--- src/inc/mseq_defines.vh ---
// Purpose: Constants for the measurement sequencer: timing, encodings, status codes.
// Assumes: mclk runs at 20 MHz; all times are typical figures in microseconds.
// Notes:   Cycle counts are derived from the times with MSEQ_US2CYC.
`ifndef MSEQ_DEFINES_VH
`define MSEQ_DEFINES_VH

// ----------------------------------------------------------------------------
// Clock and derivation
// ----------------------------------------------------------------------------
`define MSEQ_MCLK_MHZ        20
`define MSEQ_US2CYC(us)      ((us) * `MSEQ_MCLK_MHZ)
`define MSEQ_SLOW_NUM        11
`define MSEQ_SLOW_DEN        10

// ----------------------------------------------------------------------------
// Typical times in microseconds
// ----------------------------------------------------------------------------
`define MSEQ_T_WIN_SHORT_US  3000
`define MSEQ_T_WIN_LONG_US   10000
`define MSEQ_T_WAKE_US       100
`define MSEQ_T_CONV8_US      300
`define MSEQ_T_CONV10_US     1150
`define MSEQ_T_CONV12_US     4500
`define MSEQ_T_CONV14_US     18000
`define MSEQ_T_TCALC_US      250
`define MSEQ_T_CCALC_US      300
`define MSEQ_T_PD5_US        5000
`define MSEQ_T_PD25_US       25000
`define MSEQ_T_PD125_US      125000

// ----------------------------------------------------------------------------
// Field encodings
// ----------------------------------------------------------------------------
`define MSEQ_RES_8           2'h0
`define MSEQ_RES_10          2'h1
`define MSEQ_RES_12          2'h2
`define MSEQ_RES_14          2'h3
`define MSEQ_RATE_0          2'h0
`define MSEQ_RATE_5          2'h1
`define MSEQ_RATE_25         2'h2
`define MSEQ_RATE_125        2'h3
`define MSEQ_ST_VALID        2'h0
`define MSEQ_ST_STALE        2'h1
`define MSEQ_ST_CMDMODE      2'h2
`define MSEQ_TEMP_PERIOD     3'h6
`define MSEQ_DATA_W          14
`define MSEQ_CNT_W           22

`endif

--- src/rtl/mseq_result_mem.v ---
// Purpose: Two-bank result store; one bank is published while the other is written.
// Assumes: Single clock; one write and one read port.
// Notes:   Read data come out of a register, one cycle after the address.
`timescale 1ns/1ns

module mseq_result_mem (
    input  wire        mclk,
    input  wire        rst,
    input  wire        wrEn,
    input  wire        wrAddr,
    input  wire [27:0] wrData,
    input  wire        rdAddr,
    output reg  [27:0] rdData_q
);

    reg [27:0] mem [0:1];

    always @(posedge mclk) begin
        if (wrEn) begin
            mem[wrAddr] <= wrData;
        end
    end

    always @(posedge mclk or posedge rst) begin
        if (rst) begin
            rdData_q <= 28'h0000000;
        end else begin
            rdData_q <= mem[rdAddr];
        end
    end

endmodule

--- src/rtl/mseq_sequencer.v ---
// Purpose: Power-on command window, mode choice and measurement cycle sequencing.
// Assumes: Commands and configuration come from logic on mclk; config is static.
// Notes:   Converter and correction math live outside; their results are sampled here.
`timescale 1ns/1ns
`include "mseq_defines.vh"

// Behaviour
// RULE_01: Answer as I2C slave after power-on reset.
// RULE_02: Command window lasts 3 ms short, else 10 ms.
// RULE_03: Enter-command in window enters command mode until start-normal.
// RULE_04: Window expiry or start-normal runs one cycle.
// RULE_05: First result written at initial capacitance correction end.
// RULE_06: Cycle is wakeup, temperature, then capacitance steps.
// RULE_07: Two-bit resolution field selects 8/10/12/14 bits.
// RULE_08: Conversion times 0.30, 1.15, 4.50, 18.0 ms.
// RULE_09: Each conversion followed by its correction calculation.
// RULE_10: Mode bit selects periodic update or on-request sleep.
// RULE_11: Update mode publishes results, powers down, repeats.
// RULE_12: Power-down interval 0, 5, 25 or 125 ms.
// RULE_13: Fastest rate skips power-down, cycles back to back.
// RULE_14: Update mode measures temperature once per six.
// RULE_15: 12-bit temperature step takes 4.5 plus 0.25 ms.
// RULE_16: Update mode serves every output option.
// RULE_17: Worst-case durations up to 1.1 times typical.
// RULE_18: Sleep mode converts only on measurement request.
// RULE_19: Status 00 valid, 01 stale, 10 command mode.
// RULE_20: Early fetch returns previous result marked stale.
// RULE_21: Durations counted in clocks; temperature counter restarts.
// RULE_22: Five capacitance-only cycles between temperature cycles.
module mseq_sequencer #(
    parameter integer WIN_SHORT_CYC = `MSEQ_US2CYC(`MSEQ_T_WIN_SHORT_US),
    parameter integer WIN_LONG_CYC  = `MSEQ_US2CYC(`MSEQ_T_WIN_LONG_US),
    parameter integer CONV8_CYC     = `MSEQ_US2CYC(`MSEQ_T_CONV8_US),
    parameter integer CONV10_CYC    = `MSEQ_US2CYC(`MSEQ_T_CONV10_US),
    parameter integer CONV12_CYC    = `MSEQ_US2CYC(`MSEQ_T_CONV12_US),
    parameter integer CONV14_CYC    = `MSEQ_US2CYC(`MSEQ_T_CONV14_US),
    parameter integer TCALC_CYC     = `MSEQ_US2CYC(`MSEQ_T_TCALC_US),
    parameter integer CCALC_CYC     = `MSEQ_US2CYC(`MSEQ_T_CCALC_US),
    parameter integer PD5_CYC       = `MSEQ_US2CYC(`MSEQ_T_PD5_US),
    parameter integer PD25_CYC      = `MSEQ_US2CYC(`MSEQ_T_PD25_US),
    parameter integer PD125_CYC     = `MSEQ_US2CYC(`MSEQ_T_PD125_US),
    parameter integer SLOW_OSC      = 0
) (
    input  wire        mclk,
    input  wire        rst,
    input  wire        shortWindowCfg,
    input  wire        updateModeCfg,
    input  wire [1:0]  updateRateCfg,
    input  wire [1:0]  capResCfg,
    input  wire [1:0]  tempResCfg,
    input  wire        spiOutputCfg,
    input  wire        enterCommandModeCmd,
    input  wire        startNormalOperationCmd,
    input  wire        measurementRequestCmd,
    input  wire        dataFetchCmd,
    input  wire [13:0] tempCorrIn,
    input  wire [13:0] capCorrIn,
    output reg         i2cMode_q,
    output reg         cmdMode_q,
    output reg         powerDown_q,
    output reg         tempConv_q,
    output reg         tempCalc_q,
    output reg         capConv_q,
    output reg         capCalc_q,
    output reg         outputUpdate_q,
    output reg         dataReady_q,
    output reg         fetchValid_q,
    output reg  [15:0] fetchWord_q,
    output reg  [13:0] fetchTemp_q
);

    // ------------------------------------------------------------------------
    // States
    // ------------------------------------------------------------------------
    localparam [9:0] ST_BOOT  = 10'h001;
    localparam [9:0] ST_WIN   = 10'h002;
    localparam [9:0] ST_CMD   = 10'h004;
    localparam [9:0] ST_WAKE  = 10'h008;
    localparam [9:0] ST_TCONV = 10'h010;
    localparam [9:0] ST_TCALC = 10'h020;
    localparam [9:0] ST_CCONV = 10'h040;
    localparam [9:0] ST_CCALC = 10'h080;
    localparam [9:0] ST_PDOWN = 10'h100;
    localparam [9:0] ST_SLEEP = 10'h200;

    localparam integer WAKE_CYC = `MSEQ_US2CYC(`MSEQ_T_WAKE_US);

    // ------------------------------------------------------------------------
    // Duration helpers
    // ------------------------------------------------------------------------
    // Converts a typical count into a down-counter load value. The slow
    // oscillator option stretches it to the worst case for margin studies.
    function [21:0] loadOf;
        input [31:0] cyc;
        reg   [31:0] s;
        begin
            s = (SLOW_OSC != 0) ? (cyc * `MSEQ_SLOW_NUM) / `MSEQ_SLOW_DEN : cyc; // RULE_17
            if (s == 32'h00000000) begin
                s = 32'h00000001;
            end
            loadOf = s[21:0] - 22'h000001;
        end
    endfunction

    function [31:0] convCyc;
        input [1:0] res;
        begin
            case (res) // RULE_07
                `MSEQ_RES_8:  convCyc = CONV8_CYC; // RULE_08
                `MSEQ_RES_10: convCyc = CONV10_CYC;
                `MSEQ_RES_12: convCyc = CONV12_CYC;
                default:      convCyc = CONV14_CYC;
            endcase
        end
    endfunction

    function [31:0] pdCyc;
        input [1:0] rate;
        begin
            case (rate) // RULE_12
                `MSEQ_RATE_5:  pdCyc = PD5_CYC;
                `MSEQ_RATE_25: pdCyc = PD25_CYC;
                default:       pdCyc = PD125_CYC;
            endcase
        end
    endfunction

    // ------------------------------------------------------------------------
    // Registers
    // ------------------------------------------------------------------------
    reg  [9:0]  state_q;
    reg  [9:0]  state_d;
    reg  [21:0] cnt_q;
    reg  [21:0] cnt_d;
    reg  [2:0]  cycleIdx_q;
    reg  [2:0]  cycleIdx_d;
    reg         normalOp_q;
    reg         enterNormal;
    reg  [13:0] tempHold_q;
    reg         bank_q;
    reg         publish_q;
    reg         memWe;
    reg         anyPub_q;
    reg  [1:0]  status;
    wire        cntDone;
    wire        tempDue;
    wire [27:0] memRdData;

    assign cntDone = (cnt_q == 22'h000000);
    // Sleep-mode cycles always include temperature; update mode runs it on slot zero.
    assign tempDue = !updateModeCfg || (cycleIdx_q == 3'h0); // RULE_14

    // ------------------------------------------------------------------------
    // Sequencing
    // ------------------------------------------------------------------------
    always @* begin
        state_d     = state_q;
        cnt_d       = cntDone ? cnt_q : cnt_q - 22'h000001; // RULE_21
        cycleIdx_d  = cycleIdx_q;
        enterNormal = 1'b0;
        memWe       = 1'b0;
        case (state_q)
            ST_BOOT: begin
                state_d = ST_WIN;
                cnt_d   = loadOf(shortWindowCfg ? WIN_SHORT_CYC : WIN_LONG_CYC); // RULE_02
            end
            ST_WIN: begin
                if (enterCommandModeCmd) begin
                    state_d = ST_CMD; // RULE_03
                end else if (cntDone) begin
                    enterNormal = 1'b1; // RULE_04
                end
            end
            ST_CMD: begin
                // Only start-normal leaves command mode; other commands are ignored.
                if (startNormalOperationCmd) begin
                    enterNormal = 1'b1; // RULE_04
                end
            end
            ST_WAKE: begin
                if (cntDone) begin
                    if (tempDue) begin
                        state_d = ST_TCONV; // RULE_06
                        cnt_d   = loadOf(convCyc(tempResCfg));
                    end else begin
                        state_d = ST_CCONV;
                        cnt_d   = loadOf(convCyc(capResCfg));
                    end
                end
            end
            ST_TCONV: begin
                if (cntDone) begin
                    state_d = ST_TCALC; // RULE_09
                    cnt_d   = loadOf(TCALC_CYC); // RULE_15
                end
            end
            ST_TCALC: begin
                if (cntDone) begin
                    state_d = ST_CCONV; // RULE_14
                    cnt_d   = loadOf(convCyc(capResCfg));
                end
            end
            ST_CCONV: begin
                if (cntDone) begin
                    state_d = ST_CCALC; // RULE_09
                    cnt_d   = loadOf(CCALC_CYC);
                end
            end
            ST_CCALC: begin
                if (cntDone) begin
                    memWe = 1'b1; // RULE_05
                    if (updateModeCfg) begin // RULE_10
                        cycleIdx_d = (cycleIdx_q == `MSEQ_TEMP_PERIOD - 3'h1) ?
                                     3'h0 : cycleIdx_q + 3'h1; // RULE_22
                        if (updateRateCfg == `MSEQ_RATE_0) begin
                            state_d = ST_WAKE; // RULE_13
                            cnt_d   = loadOf(WAKE_CYC);
                        end else begin
                            state_d = ST_PDOWN; // RULE_11
                            cnt_d   = loadOf(pdCyc(updateRateCfg));
                        end
                    end else begin
                        state_d = ST_SLEEP; // RULE_18
                    end
                end
            end
            ST_PDOWN: begin
                if (cntDone) begin
                    state_d = ST_WAKE; // RULE_11
                    cnt_d   = loadOf(WAKE_CYC);
                end
            end
            ST_SLEEP: begin
                if (measurementRequestCmd) begin
                    state_d = ST_WAKE; // RULE_18
                    cnt_d   = loadOf(WAKE_CYC);
                end
            end
            default: begin
                state_d = ST_BOOT;
            end
        endcase
        if (enterNormal) begin
            // Every entry to normal operation starts with a full cycle.
            state_d    = ST_WAKE; // RULE_06
            cnt_d      = loadOf(WAKE_CYC);
            cycleIdx_d = 3'h0; // RULE_21
        end
    end

    always @(posedge mclk or posedge rst) begin
        if (rst) begin
            state_q    <= ST_BOOT;
            cnt_q      <= 22'h000000;
            cycleIdx_q <= 3'h0;
            normalOp_q <= 1'b0;
            tempHold_q <= 14'h0000;
        end else begin
            state_q    <= state_d;
            cnt_q      <= cnt_d;
            cycleIdx_q <= cycleIdx_d;
            if (enterNormal) begin
                normalOp_q <= 1'b1;
            end
            if ((state_q == ST_TCALC) && cntDone) begin
                tempHold_q <= tempCorrIn; // RULE_09
            end
        end
    end

    // ------------------------------------------------------------------------
    // Result publication
    // ------------------------------------------------------------------------
    // Writing the idle bank and then flipping keeps a fetch from ever seeing a pair mixed from two writes;
    // capacitance-only cycles store the new capacitance with the temperature held from an earlier cycle.
    mseq_result_mem uMem (
        .mclk     (mclk),
        .rst      (rst),
        .wrEn     (memWe),
        .wrAddr   (~bank_q),
        .wrData   ({tempHold_q, capCorrIn}),
        .rdAddr   (bank_q),
        .rdData_q (memRdData)
    );

    always @* begin
        if (cmdMode_q) begin
            status = `MSEQ_ST_CMDMODE; // RULE_19
        end else if (dataReady_q) begin
            status = `MSEQ_ST_VALID;
        end else begin
            status = `MSEQ_ST_STALE; // RULE_20
        end
    end

    always @(posedge mclk or posedge rst) begin
        if (rst) begin
            bank_q         <= 1'b0;
            anyPub_q       <= 1'b0;
            publish_q      <= 1'b0;
            outputUpdate_q <= 1'b0;
            dataReady_q    <= 1'b0;
            fetchValid_q   <= 1'b0;
            fetchWord_q    <= 16'h0000;
            fetchTemp_q    <= 14'h0000;
        end else begin
            publish_q      <= memWe;
            // The result store is not cleared by reset, so it is masked until a first result.
            anyPub_q       <= anyPub_q | publish_q; // RULE_20
            outputUpdate_q <= publish_q; // RULE_16
            if (memWe) begin
                bank_q <= ~bank_q; // RULE_11
            end
            // A new result arriving with a fetch wins, so it is never reported stale.
            if (publish_q) begin
                dataReady_q <= 1'b1; // RULE_19
            end else if (dataFetchCmd) begin
                dataReady_q <= 1'b0; // RULE_20
            end
            fetchValid_q <= dataFetchCmd;
            if (dataFetchCmd) begin
                fetchWord_q <= {status, anyPub_q ? memRdData[13:0] : 14'h0000}; // RULE_19
                fetchTemp_q <= anyPub_q ? memRdData[27:14] : 14'h0000;
            end
        end
    end

    // ------------------------------------------------------------------------
    // Mode and phase outputs
    // ------------------------------------------------------------------------
    always @(posedge mclk or posedge rst) begin
        if (rst) begin
            i2cMode_q   <= 1'b1;
            cmdMode_q   <= 1'b0;
            powerDown_q <= 1'b0;
            tempConv_q  <= 1'b0;
            tempCalc_q  <= 1'b0;
            capConv_q   <= 1'b0;
            capCalc_q   <= 1'b0;
        end else begin
            // The programmed protocol applies only once normal operation starts.
            i2cMode_q   <= (normalOp_q || enterNormal) ? !spiOutputCfg : 1'b1; // RULE_01
            cmdMode_q   <= (state_d == ST_CMD); // RULE_03
            powerDown_q <= (state_d == ST_PDOWN) || (state_d == ST_SLEEP); // RULE_18
            tempConv_q  <= (state_d == ST_TCONV);
            tempCalc_q  <= (state_d == ST_TCALC);
            capConv_q   <= (state_d == ST_CCONV);
            capCalc_q   <= (state_d == ST_CCALC);
        end
    end

endmodule

--- config.mk ---
export PLATFORM = sky130hd
export DESIGN_NAME = mseq_sequencer
export DESIGN_NICKNAME = d
export VERILOG_FILES = /design/src/rtl/mseq_result_mem.v /design/src/rtl/mseq_sequencer.v
export VERILOG_INCLUDE_DIRS = /design/src /design/src/inc
export SDC_FILE = /design/constraint.sdc
export NUM_CORES = 1
export LEC_CHECK = 0
export CAP_MARGIN = 25
export CORE_ASPECT_RATIO = 1.5
export CORE_MARGIN = 5
export CORE_UTILIZATION = 28
export DETAILED_ROUTE_END_ITERATION = 8
export DONT_BUFFER_PORTS = 1
export PLACE_DENSITY_LB_ADDON = 0.25
export SYNTH_ARGS = -nofsm -noshare
export SYNTH_HDL_FRONTEND = slang
export SYNTH_HIERARCHICAL = 1
export SYNTH_SLANG_ARGS = --single-unit
--- constraint.sdc ---
create_clock -name mclk -period 5.4 [get_ports mclk]
set_input_delay 0.27 -clock mclk [delete_from_list [all_inputs] [get_ports mclk]]
set_output_delay 0.27 -clock mclk [all_outputs]
set_load 0.1 [all_outputs]
==> qor.yml, run 1 <==
io_buffers: 0
firstDrtPassIters: 5
core_area_mm2: 0.02929
cell_internal_pwr_mw: 2.451
die_h_um: 220.1
fmax_mhz: 292.0
num-nets-final: 811
gp_congestion: 0.9946
crit_slowest_cell: "nor2b_4"
fin_tns_setup_ps: 0
drive_above_1_share_pct: 14.02
die_area_mm2: 0.03304
ff2ff_path_depth: 7
initialDrtViolationCount: 248
pin_count: 83
power.leakage_nw: 3.860
ctsResizeCount: 0
nFillCells: 2994
hold_path_class: "in -> reg"
wl_um: 21670
worst_pin_slew_ps: 1061
worstPathMaxFanout: 35
grt_pass1_vias: 5843
crit_family: "simple AND/OR/NAND/NOR gates"
cpPeakStageDelay_ps: 790
p_per_area_mw_per_mm2: 381.4
cp-end-kind: "flop"
seqPwrFrac_pct: 46.0
postSynthCellCount: 727
clockPowerShare_pct: 33.9
hold_path_depth: 2
hold_viol: 0
yosysTopAreaCell: "dfrtp_1"
cp_common_cell: "buf_4"
post_synth_instance_area_mm2: 0.008243
min_period_over_period_pct: 63.41
cts_num_sinks: 177
rsz0062_at_grt: "no"
cts_tree: "yes"
cp.arrival_ps: 3480
root_buffer: "clkbuf_16"
post-route-drc-count: 0
p_sw_mw: 1.184
pwr-share-comb_pct: 20.0
crit_buf_inv: 2
wl_per_cell_um: 18.69
start_util_pct: 28.14
synthTopCellsByArea: "dfrtp_1 (36%), edfxtp_1 (20%), mux2_4 (3.6%)"
syn2layout_area_growth_pct: 15.60
status: "finished, final reports clean"
antenna_found_initial: 1
synthDistinctLibCells: 73
hold_ws_ps: 49.96
grt_max_degree: 60
vias: 5734
dp_hpwl_um: 15920
synth-seq-area-share_pct: 57.16
synth_top_area_share_pct: 36.13
synth_seq_cells: 177
ys_async_sr_fraction_pct: 68.36
period_minus_slack_ps: 3424
yosysWarnings: 6
row_count: 77
required_ps: 5460
fin_worst_skew_ps: 11.79
ir_drop_v: 0.0001367
worstSkewPairLatency_ps: 440
htreeDepth: 4
drv_cap: 0
relSlewSlack_pct: 28.64
ant_nets: 0
worstSetupPathType: "reg -> reg"
cp.depth: 7
clk_pin_slew_worst_paths_ps: 70
drv_slew: 0
crit_path_start_kind: "flop"
synth-main-ff-cell: "dfrtp_1"
gr-usage-all-layers_pct: 13.39
synth_area_per_cell_um2: 11.34
clk_path_buf_depth: 2
synth_fp_nets: 788
drt-vias-per-instance: 4.947
path_cells: "or4_1, nor4bb_1, buf_4, nand2_1, buf_4, nor2_1, nor2b_4"
cts_made_buffers: 17
setup_violations: 0
grt_overflow: 0
grt_pass1_wl_um: 33520
p_sw_share_pct: 32.58
fp.dieW_um: 150.1
synth-edff-count: 56
[cells by family after synthesis]
family	share of synthesized area (%)
AOI/OAI and AO/OA	10.99
xor gates and xnor gates	2.231
adders and majority gates	2.732
buffers and inverters	4.493
DFF	57.16
muxes	7.149
and+or+nand+nor	15.24
[per-stage QoR]
step / utilization (%) / total power [mW] / instances / worst slack, ps / area (um^2)
final: 32.54 / 3.635 / 1159 / 1976 / 9529
after global routing: 32.54 / 3.820 / 1159 / 1694 / 9529
after CTS: 32.53 / 3.683 / 1158 / 1970 / 9527
after detailed placement: 29.44 / 2.397 / 1095 / 1989 / 8622
after global placement: 29.44 / 2.405 / 1095 / 2022 / 8622
after floorplan: - / 2.204 / 727 / 1479 / 8243
[sequential cells by signal, summed over array words and instances, names as in the netlist, 3 cells and up]
name / count
uMem/mem: 56
uMem/rdData_q: 28
cnt_q: 22
fetchWord_q: 16
fetchTemp_q: 14
tempHold_q: 14
state_q: 10
cycleIdx_q: 3
[synthesized netlist by cell type (7+ instances only)]
cell	n
xnor2_1	11
edfxtp_1	56
nand3_1	44
a211oi_1	8
o21ai_0	54
or2_2	7
nand2_1	51
nor2_1	49
clkbuf_1	24
a21oi_1	27
dfrtp_1	119
mux2_4	20
nor4_1	7
xor2_1	10
inv_1	47
nor3_1	25
nor2b_1	7
o31ai_1	7
ha_1	18
mux2_2	23
[layout make-up]
cell class / instances / area (um^2) / share of cell area [%]
Inverter: 47 / 178.9 / 1.878
Timing Repair Buffer: 39 / 380.4 / 3.992
Antenna cell: 1 / 2.502 / 0.02626
Tap cell: 395 / 494.2 / 5.186
Clock inverter: 14 / 155.1 / 1.628
Sequential cell: 177 / 4713 / 49.46
Clock buffer: 18 / 429.2 / 4.504
Multi-Input combinational cell: 468 / 3176 / 33.32
[worst reg2reg max path, delay by kind of cell, from the launching register on]
family / cells / cell delay (ps)
AND/OR/NAND/NOR: 5 / 2100
flip-flops: 1 / 440
buffers and inverters: 2 / 490
[cells in the final DEF, fill, tap and decap left out, types with 4 or more instances in the layout]
master and count:
o21ai_0 54, nor4_1 7, edfxtp_1 56, o31ai_1 7, nand3_1 44, a211oi_1 8
dfrtp_1 118, nand4_1 5, mux2_4 20, xor2_1 10, or4_1 5, or3_1 5
a21oi_1 27, inv_6 4, nand2b_1 5, mux2_2 23, nor2_1 48, xnor2_1 11
or2_2 7, ha_1 18, inv_1 46, nor4b_1 4, buf_4 8, o22ai_1 5
dlygate4sd3_1 30, nor3_1 24, clkbuf_16 17, nand2_1 51, a31oi_1 4, nor2b_1 6
[repair_timing]
item / CTS / global route
endpoints found under the hold margin: 152 / 0
hold buffers: 31 / 0
buffers inserted: 0 / 0
[per-layer routing]
layer	GRT usage [%]	up-vias	wire length [um]
met5	0	-	0
met4	9.280	0	1397
met3	3.708	62	1162
met2	23.15	195	11070
met1	14.00	2816	8035
li1	-	2661	-
[power groups by stage]
| stage | combinational [mW] | clock, mW | sequential (mW) |
|---|---|---|---|
| 6_report | 0.728 | 1.23 | 1.67 |
| 5_1_grt | 0.801 | 1.33 | 1.69 |
| 4_1_cts | 0.729 | 1.28 | 1.67 |
| 3_5_place_dp | 0.697 | 0 | 1.70 |
| 3_3_place_gp | 0.706 | 0 | 1.70 |
| 2_1_floorplan | 0.550 | 0 | 1.65 |
[worst paths after layout]
path,start,endpoint,slack (ps)
setup / recovery,cnt_q[9],uMem/mem[0][19],1980
hold / removal,enterCommandModeCmd,state_q[2],50
setup reg to reg,cnt_q[9],uMem/mem[0][19],1980
min in group asynchronous,rst,uMem/rdData_q[18],420
max in group asynchronous,rst,fetchWord_q[12],3950
hold reg to reg,publish_q,outputUpdate_q,420
(Power assumes the default switching activity.)
==> run 2, diff against run 1 <==
Settings changed: ABC_AREA from default to 1.
Clock period 5.4 ns to 3.2 ns, I/O delays scaled along.
==> run 2 against run 1 <==
Compared with the run above:
- cell area up 5.9%
- largest cell class unchanged
- die area up 4.3%
- area after synthesis is 4.5% higher
==> qor.yml, run 2 <==
worstSkewPairLatency_ps: 430  # about the same
pin_count: 83  # unchanged
ir_drop_v: 0.0003100  # +130%
yosysWarnings: 6  # unchanged
multi_input_area_mm2: 0.003374  # +6.3%
regMostFlops: "uMem/mem"
p_sw_mw: 2.199  # +86%
num-nets-final: 1101  # +36%
postCtsSetupBuffers: 0  # unchanged
crit_family: "simple AND/OR/NAND/NOR gates"
final_core_util_pct: 33.23  # +0.70 points
crit_path_start_kind: "flop"
grt.met2_usage_pct: 27.85  # +4.7 points
cp-end-kind: "flop"
pwr-share-comb_pct: 24.7  # +4.7 points
min_from: "startNormalOperationCmd"
min_period_over_period_pct: 80.68  # +17 points
grt_use_met3_pct: 2.907  # -0.80 points
firstDrtPassIters: 5  # unchanged
vias: 6711  # +17%
period_minus_slack_ps: 2582  # -842.6 ps
row_count: 78  # +1.3%
synth_seq_cells: 177  # unchanged
diodes: 0  # -1
grt_overflow: 0  # unchanged
relSlewSlack_pct: 36.02  # +7.4 points
synthAdderAreaFrac_pct: 2.614  # -0.12 points
hold_viol: 0  # unchanged
cell_internal_pwr_mw: 4.327  # +77%
synthTopCellsByArea: "dfrtp_1 (35%), edfxtp_1 (20%), nand2_1 (15%)"
synth-edff-count: 56  # unchanged
final_common_cell: "nand2_1"
postSynthCellCount: 996  # +37%
status: "finished, final reports clean"
synth-seq-area-share_pct: 54.68  # -2.5 points
synth-xor-area-share_pct: 1.321  # -0.91 points
netlist_top_cells_count: "nand2_1 (344), dfrtp_1 (119), nand3_1 (88)"
post_synth_instance_area_mm2: 0.008617  # +4.5%
syn2layout_area_growth_pct: 17.06
seqPwrFrac_pct: 42.0  # -4.0 points
fin_tns_setup_ps: 0  # unchanged
grt_max_degree: 66  # +10%
r2r_start: "cnt_q[0]"
core_area_mm2: 0.03035  # +3.6%
dp_hpwl_um: 19230  # +21%
start_util_pct: 28.39  # +0.25 points
synth.area.mux_share_pct: 0  # -7.1 points
largest_reg_flops: 56  # unchanged
ctsHoldBuffers: 33  # +6.5%
initialDrtViolationCount: 495  # +100%
drive_above_1_share_pct: 9.877  # -4.1 points
hold_ws_ps: 68.02  # +18.06 ps
clk_pin_slew_worst_paths_ps: 70  # about the same
setup_violations: 0  # unchanged
ctsResizeCount: 0  # unchanged
yosysMostFrequentCell: "nand2_1"
grt_pass1_wl_um: 40110  # +20%
synth_area_per_cell_um2: 8.652  # -24%
reg_top3: "uMem/mem: 56 flops, uMem/rdData_q: 28 flops, cnt_q: 22 flops"
required_ps: 3490  # -1970 ps
cp.arrival_ps: 2870  # -610 ps
worstSetupStartpoint: "cnt_q[0]"
power.leakage_nw: 4.919  # +27%
path_cells: "inv_1, ha_1, nand3_1, nor2_1, nand3_4, nand2_1, nand3_1, o21ai_0, nand3_1"
ant_nets: 0  # unchanged
finalPower_mw: 6.527  # +80%
antenna_found_initial: 0  # -1
die_area_mm2: 0.03446  # +4.3%
wl_um: 25040  # +16%
io_buffers: 0  # unchanged
gr-usage-all-layers_pct: 14.89  # +1.5 points
cts_made_buffers: 17  # unchanged
drv_cap: 0  # unchanged
htreeDepth: 4  # unchanged
fin_worst_skew_ps: 12.26  # +0.4702 ps
hold_path_class: "in -> reg"
worstSetupPathType: "reg -> reg"
die_h_um: 224.9  # +2.1%
clk_path_buf_depth: 2  # unchanged
synth_fp_nets: 1057  # +34%
cts_tree: "yes"
p_per_area_mw_per_mm2: 647.0  # +70%
root_buffer: "clkbuf_16"
gr-usage-met1_pct: 15.99  # +2.0 points
cts_num_sinks: 177  # unchanged
p_sw_share_pct: 33.70  # +1.1 points
synth_simple_gate_area_share_pct: 29.52  # +14 points
worstPathMaxFanout: 21  # -40%
worst_pin_slew_ps: 959.7  # -100.9 ps
drt-vias-per-instance: 4.619  # -6.6%
rsz0062_at_grt: "no"
busiest_layer: "met2"
post-route-drc-count: 0  # unchanged
grt_pass1_vias: 7081  # +21%
fp.dieW_um: 153.2  # +2.1%
crit_buf_inv: 1  # -1
synth-main-ff-cell: "dfrtp_1"
crit_slowest_cell: "dfrtp_1"
final_cell_mix: "nand2_1 (344), dfrtp_1 (119), nand3_1 (88)"
yosysTopAreaCell: "dfrtp_1"
synth_top_family_by_area: "simple AND/OR/NAND/NOR gates"
wl_per_cell_um: 17.24  # -7.8%
ys_async_sr_fraction_pct: 68.36  # unchanged
drv_slew: 0  # unchanged
synthDistinctLibCells: 49  # -33%
nFillCells: 3179  # +6.2%
clockPowerShare_pct: 33.3  # -0.6 points
synth_top_area_share_pct: 34.56  # -1.6 points
gp_congestion: 0.9640  # -3.1%
fmax_mhz: 387.3  # +33%
cp_common_cell: "nand3_1"
regArea_mm2: 0.004712  # about the same
cpPeakStageDelay_ps: 400  # -390 ps
synth_compound_area_share_pct: 5.677  # -5.3 points
==> run 2: area by class of cell <==
cell class	instances	share of cell area, %
sequential	177	46.71
clock inverter	10	1.191
tap	400	4.962
timing repair buffer	49	4.887
clock buffer	22	5.024
multi-input combinational	695	33.45
inverter	100	3.771
==> run 2: per-layer routing <==
metal	vias up	share of wire, %
met5	-	0
met4	0	4.3
li1	3287	-
met1	3174	38
met2	188	54
met3	62	4.1
==> run 2: cells by family after synthesis <==
| kind of cell | count (synthesis) |
|---|---|
| xor+xnor | 13 |
| compound gates | 87 |
| simple gates | 577 |
| fa+ha+maj | 18 |
| flops | 177 |
| buf+inv | 124 |
==> run 2: final timing paths <==
| check | to | slack (ps) | cells after the start |
|---|---|---|---|
| min | cnt_q[19] | 70 | 3 |
| max in group asynchronous | tempHold_q[0] | 1960 | 3 |
| min in group asynchronous | uMem/rdData_q[9] | 240 | 2 |
| min reg2reg | uMem/rdData_q[2] | 440 | 2 |
| max | cnt_q[3] | 620 | 9 |
| max reg2reg | cnt_q[3] | 620 | 9 |
==> run 2: worst reg2reg max path: cells and delay by family (launching register included) <==
family / cells / cell delay (ps)
AND/OR/NAND/NOR: 6 / 1280
flip-flops: 1 / 400
AO/OA/AOI/OAI: 1 / 370
adder cells (fa/ha/maj): 1 / 230
buffers and inverters: 1 / 170
==> run 2: metrics by stage <==
stage | instances | instance area (um^2) | worst slack, ps
after global placement | 1386 | 9072 | 623.6
after detailed placement | 1388 | 9120 | 649.2
after floorplan | 996 | 8620 | 446.8
final | 1453 | 10090 | 618.3
after global routing | 1453 | 10090 | 421.0
after CTS | 1453 | 10090 | 624.8
==> run 2: power by group through the flow <==
stage / sequential [mW] / clock, mW / combinational (mW)
after CTS: 2.74 / 2.24 / 1.60
after floorplan: 2.76 / 0 / 1.15
after global placement: 2.82 / 0 / 1.51
after detailed placement: 2.79 / 0 / 1.54
after global routing: 2.76 / 2.33 / 1.79
final: 2.74 / 2.17 / 1.61
==> run 3, diff against run 2 <==
Clock period 3.2 ns to 2.3 ns, I/O delays scaled along.
==> run 3 against run 2 <==
Compared with the run above:
- setup slack got worse by 510 ps
- critical path depth increased by 4
- critical endpoint is now cnt_q[10]
- highest routed layer unchanged
- maximum frequency increased by 18%
- non-clock buffer count increased by 62
- first-iteration DRC count increased by 7.3%
- utilization increased by 1.8 points
==> qor.yml, run 3 (synthesis gave the netlist of run 2 again) <==
status: "finished, final reports clean"
htreeDepth: 4  # unchanged
fin_worst_skew_ps: 18.52  # +6.266 ps
grt_pass1_wl_um: 40180  # +0.17%
ant_nets: 0  # unchanged
num-nets-final: 1163  # +5.6%
largest_reg_flops: 56  # unchanged
initialDrtViolationCount: 531  # +7.3%
syn2layout_area_growth_pct: 23.25
hold_viol: 0  # unchanged
hold_path_class: "in -> reg"
finalPower_mw: 9.127  # +40%
dp_hpwl_um: 19180  # -0.26%
gp_congestion: 1.043  # +8.1%
crit_path_start_kind: "flop"
cp_common_cell: "nand2_1"
io_buffers: 0  # unchanged
clk_path_buf_depth: 2  # unchanged
clockPowerShare_pct: 31.7  # -1.6 points
fp.dieW_um: 153.2  # unchanged
p_sw_share_pct: 34.30  # +0.61 points
required_ps: 2660  # -830 ps
worstSkewPairLatency_ps: 430  # about the same
ir_drop_v: 0.0004895  # +58%
power.leakage_nw: 5.214  # +6.0%
clk_pin_slew_worst_paths_ps: 70  # about the same
seqPwrFrac_pct: 41.2  # -0.8 points
fin_tns_setup_ps: 0  # unchanged
post-route-drc-count: 0  # unchanged
cts_tree: "yes"
grt_max_degree: 94  # +42%
core_area_mm2: 0.03035  # unchanged
start_util_pct: 28.39  # unchanged
final_core_util_pct: 34.99  # +1.8 points
root_buffer: "clkbuf_16"
p_per_area_mw_per_mm2: 859.4  # +33%
period_minus_slack_ps: 2191  # -390.8 ps
vias: 6888  # +2.6%
min_period_over_period_pct: 95.26  # +15 points
wl_um: 24970  # -0.31%
fmax_mhz: 456.4  # +18%
drv_cap: 0  # unchanged
worstSetupPathType: "reg -> reg"
firstDrtPassIters: 5  # unchanged
cpPeakStageDelay_ps: 460  # +60 ps
rrSetupSlack_ps: 110  # -510 ps
hold_path_depth: 3  # unchanged
drive_above_1_share_pct: 15.52  # +5.6 points
fin_cells: 1515  # +4.3%
row_count: 78  # unchanged
r2r_start: "state_q[2]"
pwr-share-comb_pct: 27.0  # +2.3 points
worstSetupStartpoint: "state_q[2]"
r2r_end: "cnt_q[10]"
antenna_found_initial: 0  # unchanged
setup_violations: 0  # unchanged
drv_slew: 0  # unchanged
p_sw_mw: 3.131  # +42%
relSlewSlack_pct: 38.95  # +2.9 points
worstPathMaxFanout: 7  # -67%
rsz0062_at_grt: "yes"
ff2ff_path_depth: 13  # +4
hold_end: "fetchWord_q[9]"
pin_count: 83  # unchanged
die_h_um: 224.9  # unchanged
cp.arrival_ps: 2550  # -320 ps
grt_overflow: 0  # unchanged
dp.cells: 1449  # +4.4%
min_from: "dataFetchCmd"
wl_per_cell_um: 16.48  # -4.4%
die_area_mm2: 0.03446  # unchanged
reg_top3: "uMem/mem: 56 flops, uMem/rdData_q: 28 flops, cnt_q: 22 flops"
crit_slowest_cell: "dfrtp_1"
final_cell_mix: "nand2_1 (344), dfrtp_1 (119), nand3_1 (87)"
diodes: 0  # unchanged
regMostFlops: "uMem/mem"
worst_pin_slew_ps: 915.8  # -43.95 ps
cts_num_sinks: 177  # unchanged
final_common_cell: "nand2_1"
path_cells: "nor2_4, nand2_4, nor2_4, nand2_2, nor2_1, inv_1, nand2_1, nor2_1, nand2_1, inv_1, nand2_1, nand2_1, nand2_1"
cp-end-kind: "flop"
postCtsSetupBuffers: 0  # unchanged
cell_internal_pwr_mw: 5.996  # +39%
cts_made_buffers: 17  # unchanged
gr-usage-all-layers_pct: 14.87  # -0.024 points
grt_pass1_vias: 7191  # +1.6%
drt-vias-per-instance: 4.547  # -1.6%
run 3: changes by cell type in the layout (fill, tap and decap cells not counted), sizes merged:
| cell | change |
|---|---|
| buf | +61 |
| bufinv | -1 |
| clkinv | -2 |
| clkinvlp | +4 |
| inv | -1 |
| dlygate4sd3 | +1 |
run 3: area by class of cell:
class / count / area [um^2]
fill: 3122 / 19730
sequential: 177 / 4712
multi-input combinational: 695 / 3421
timing repair buffer: 111 / 1011
tap: 400 / 500.5
clock buffer: 22 / 495.5
inverter: 100 / 385.4
clock inverter: 10 / 95.09
run 3: metal layers:
layer	share of wire [%]	vias to the layer above	global-route usage, %	routed length (um)
met3	3.6	68	3.157	911
li1	-	3412	-	-
met5	0	-	0	0
met4	5.3	0	7.593	1317
met1	38	3248	15.70	9496
met2	53	160	27.67	13240
run 3: stage by stage:
step	setup WS, ps	hold WS, ps	area, um^2
after floorplan	3.233	146.4	8655
after global routing	-18.87	63.79	10620
after global placement	104.9	149.1	9630
final	109.1	59.64	10620
after CTS	74.90	35.91	10600
after detailed placement	93.97	21.01	9658
run 3: power groups by stage:
stage	Clock, mW	Sequential, mW	Combinational [mW]
final	2.90	3.76	2.47
after global routing	3.12	3.79	2.76
after CTS	2.98	3.76	2.45
after detailed placement	0	3.82	2.37
after global placement	0	3.82	2.37
after floorplan	0	3.84	1.61
run 3: worst max-delay path by stage:
stage	to	slack [ps]
after floorplan	uMem/mem[0][0]	3
after global placement	uMem/mem[0][22]	100
after detailed placement	uMem/mem[0][20]	90
after CTS	cnt_q[3]	70
after global routing	cnt_q[11]	-20
final	cnt_q[10]	110
run 3: timing repair:
action	CTS	global route
hold buffers	34	0
endpoints found under the setup margin	0	65
endpoints found under the hold margin	197	0
gates resized for setup	0	7
run 3: critical path, delay by kind of cell, from the launching register on:
kind / cells / cell delay (ps)
simple gates: 11 / 1430
flops: 1 / 460
buf+inv: 2 / 210
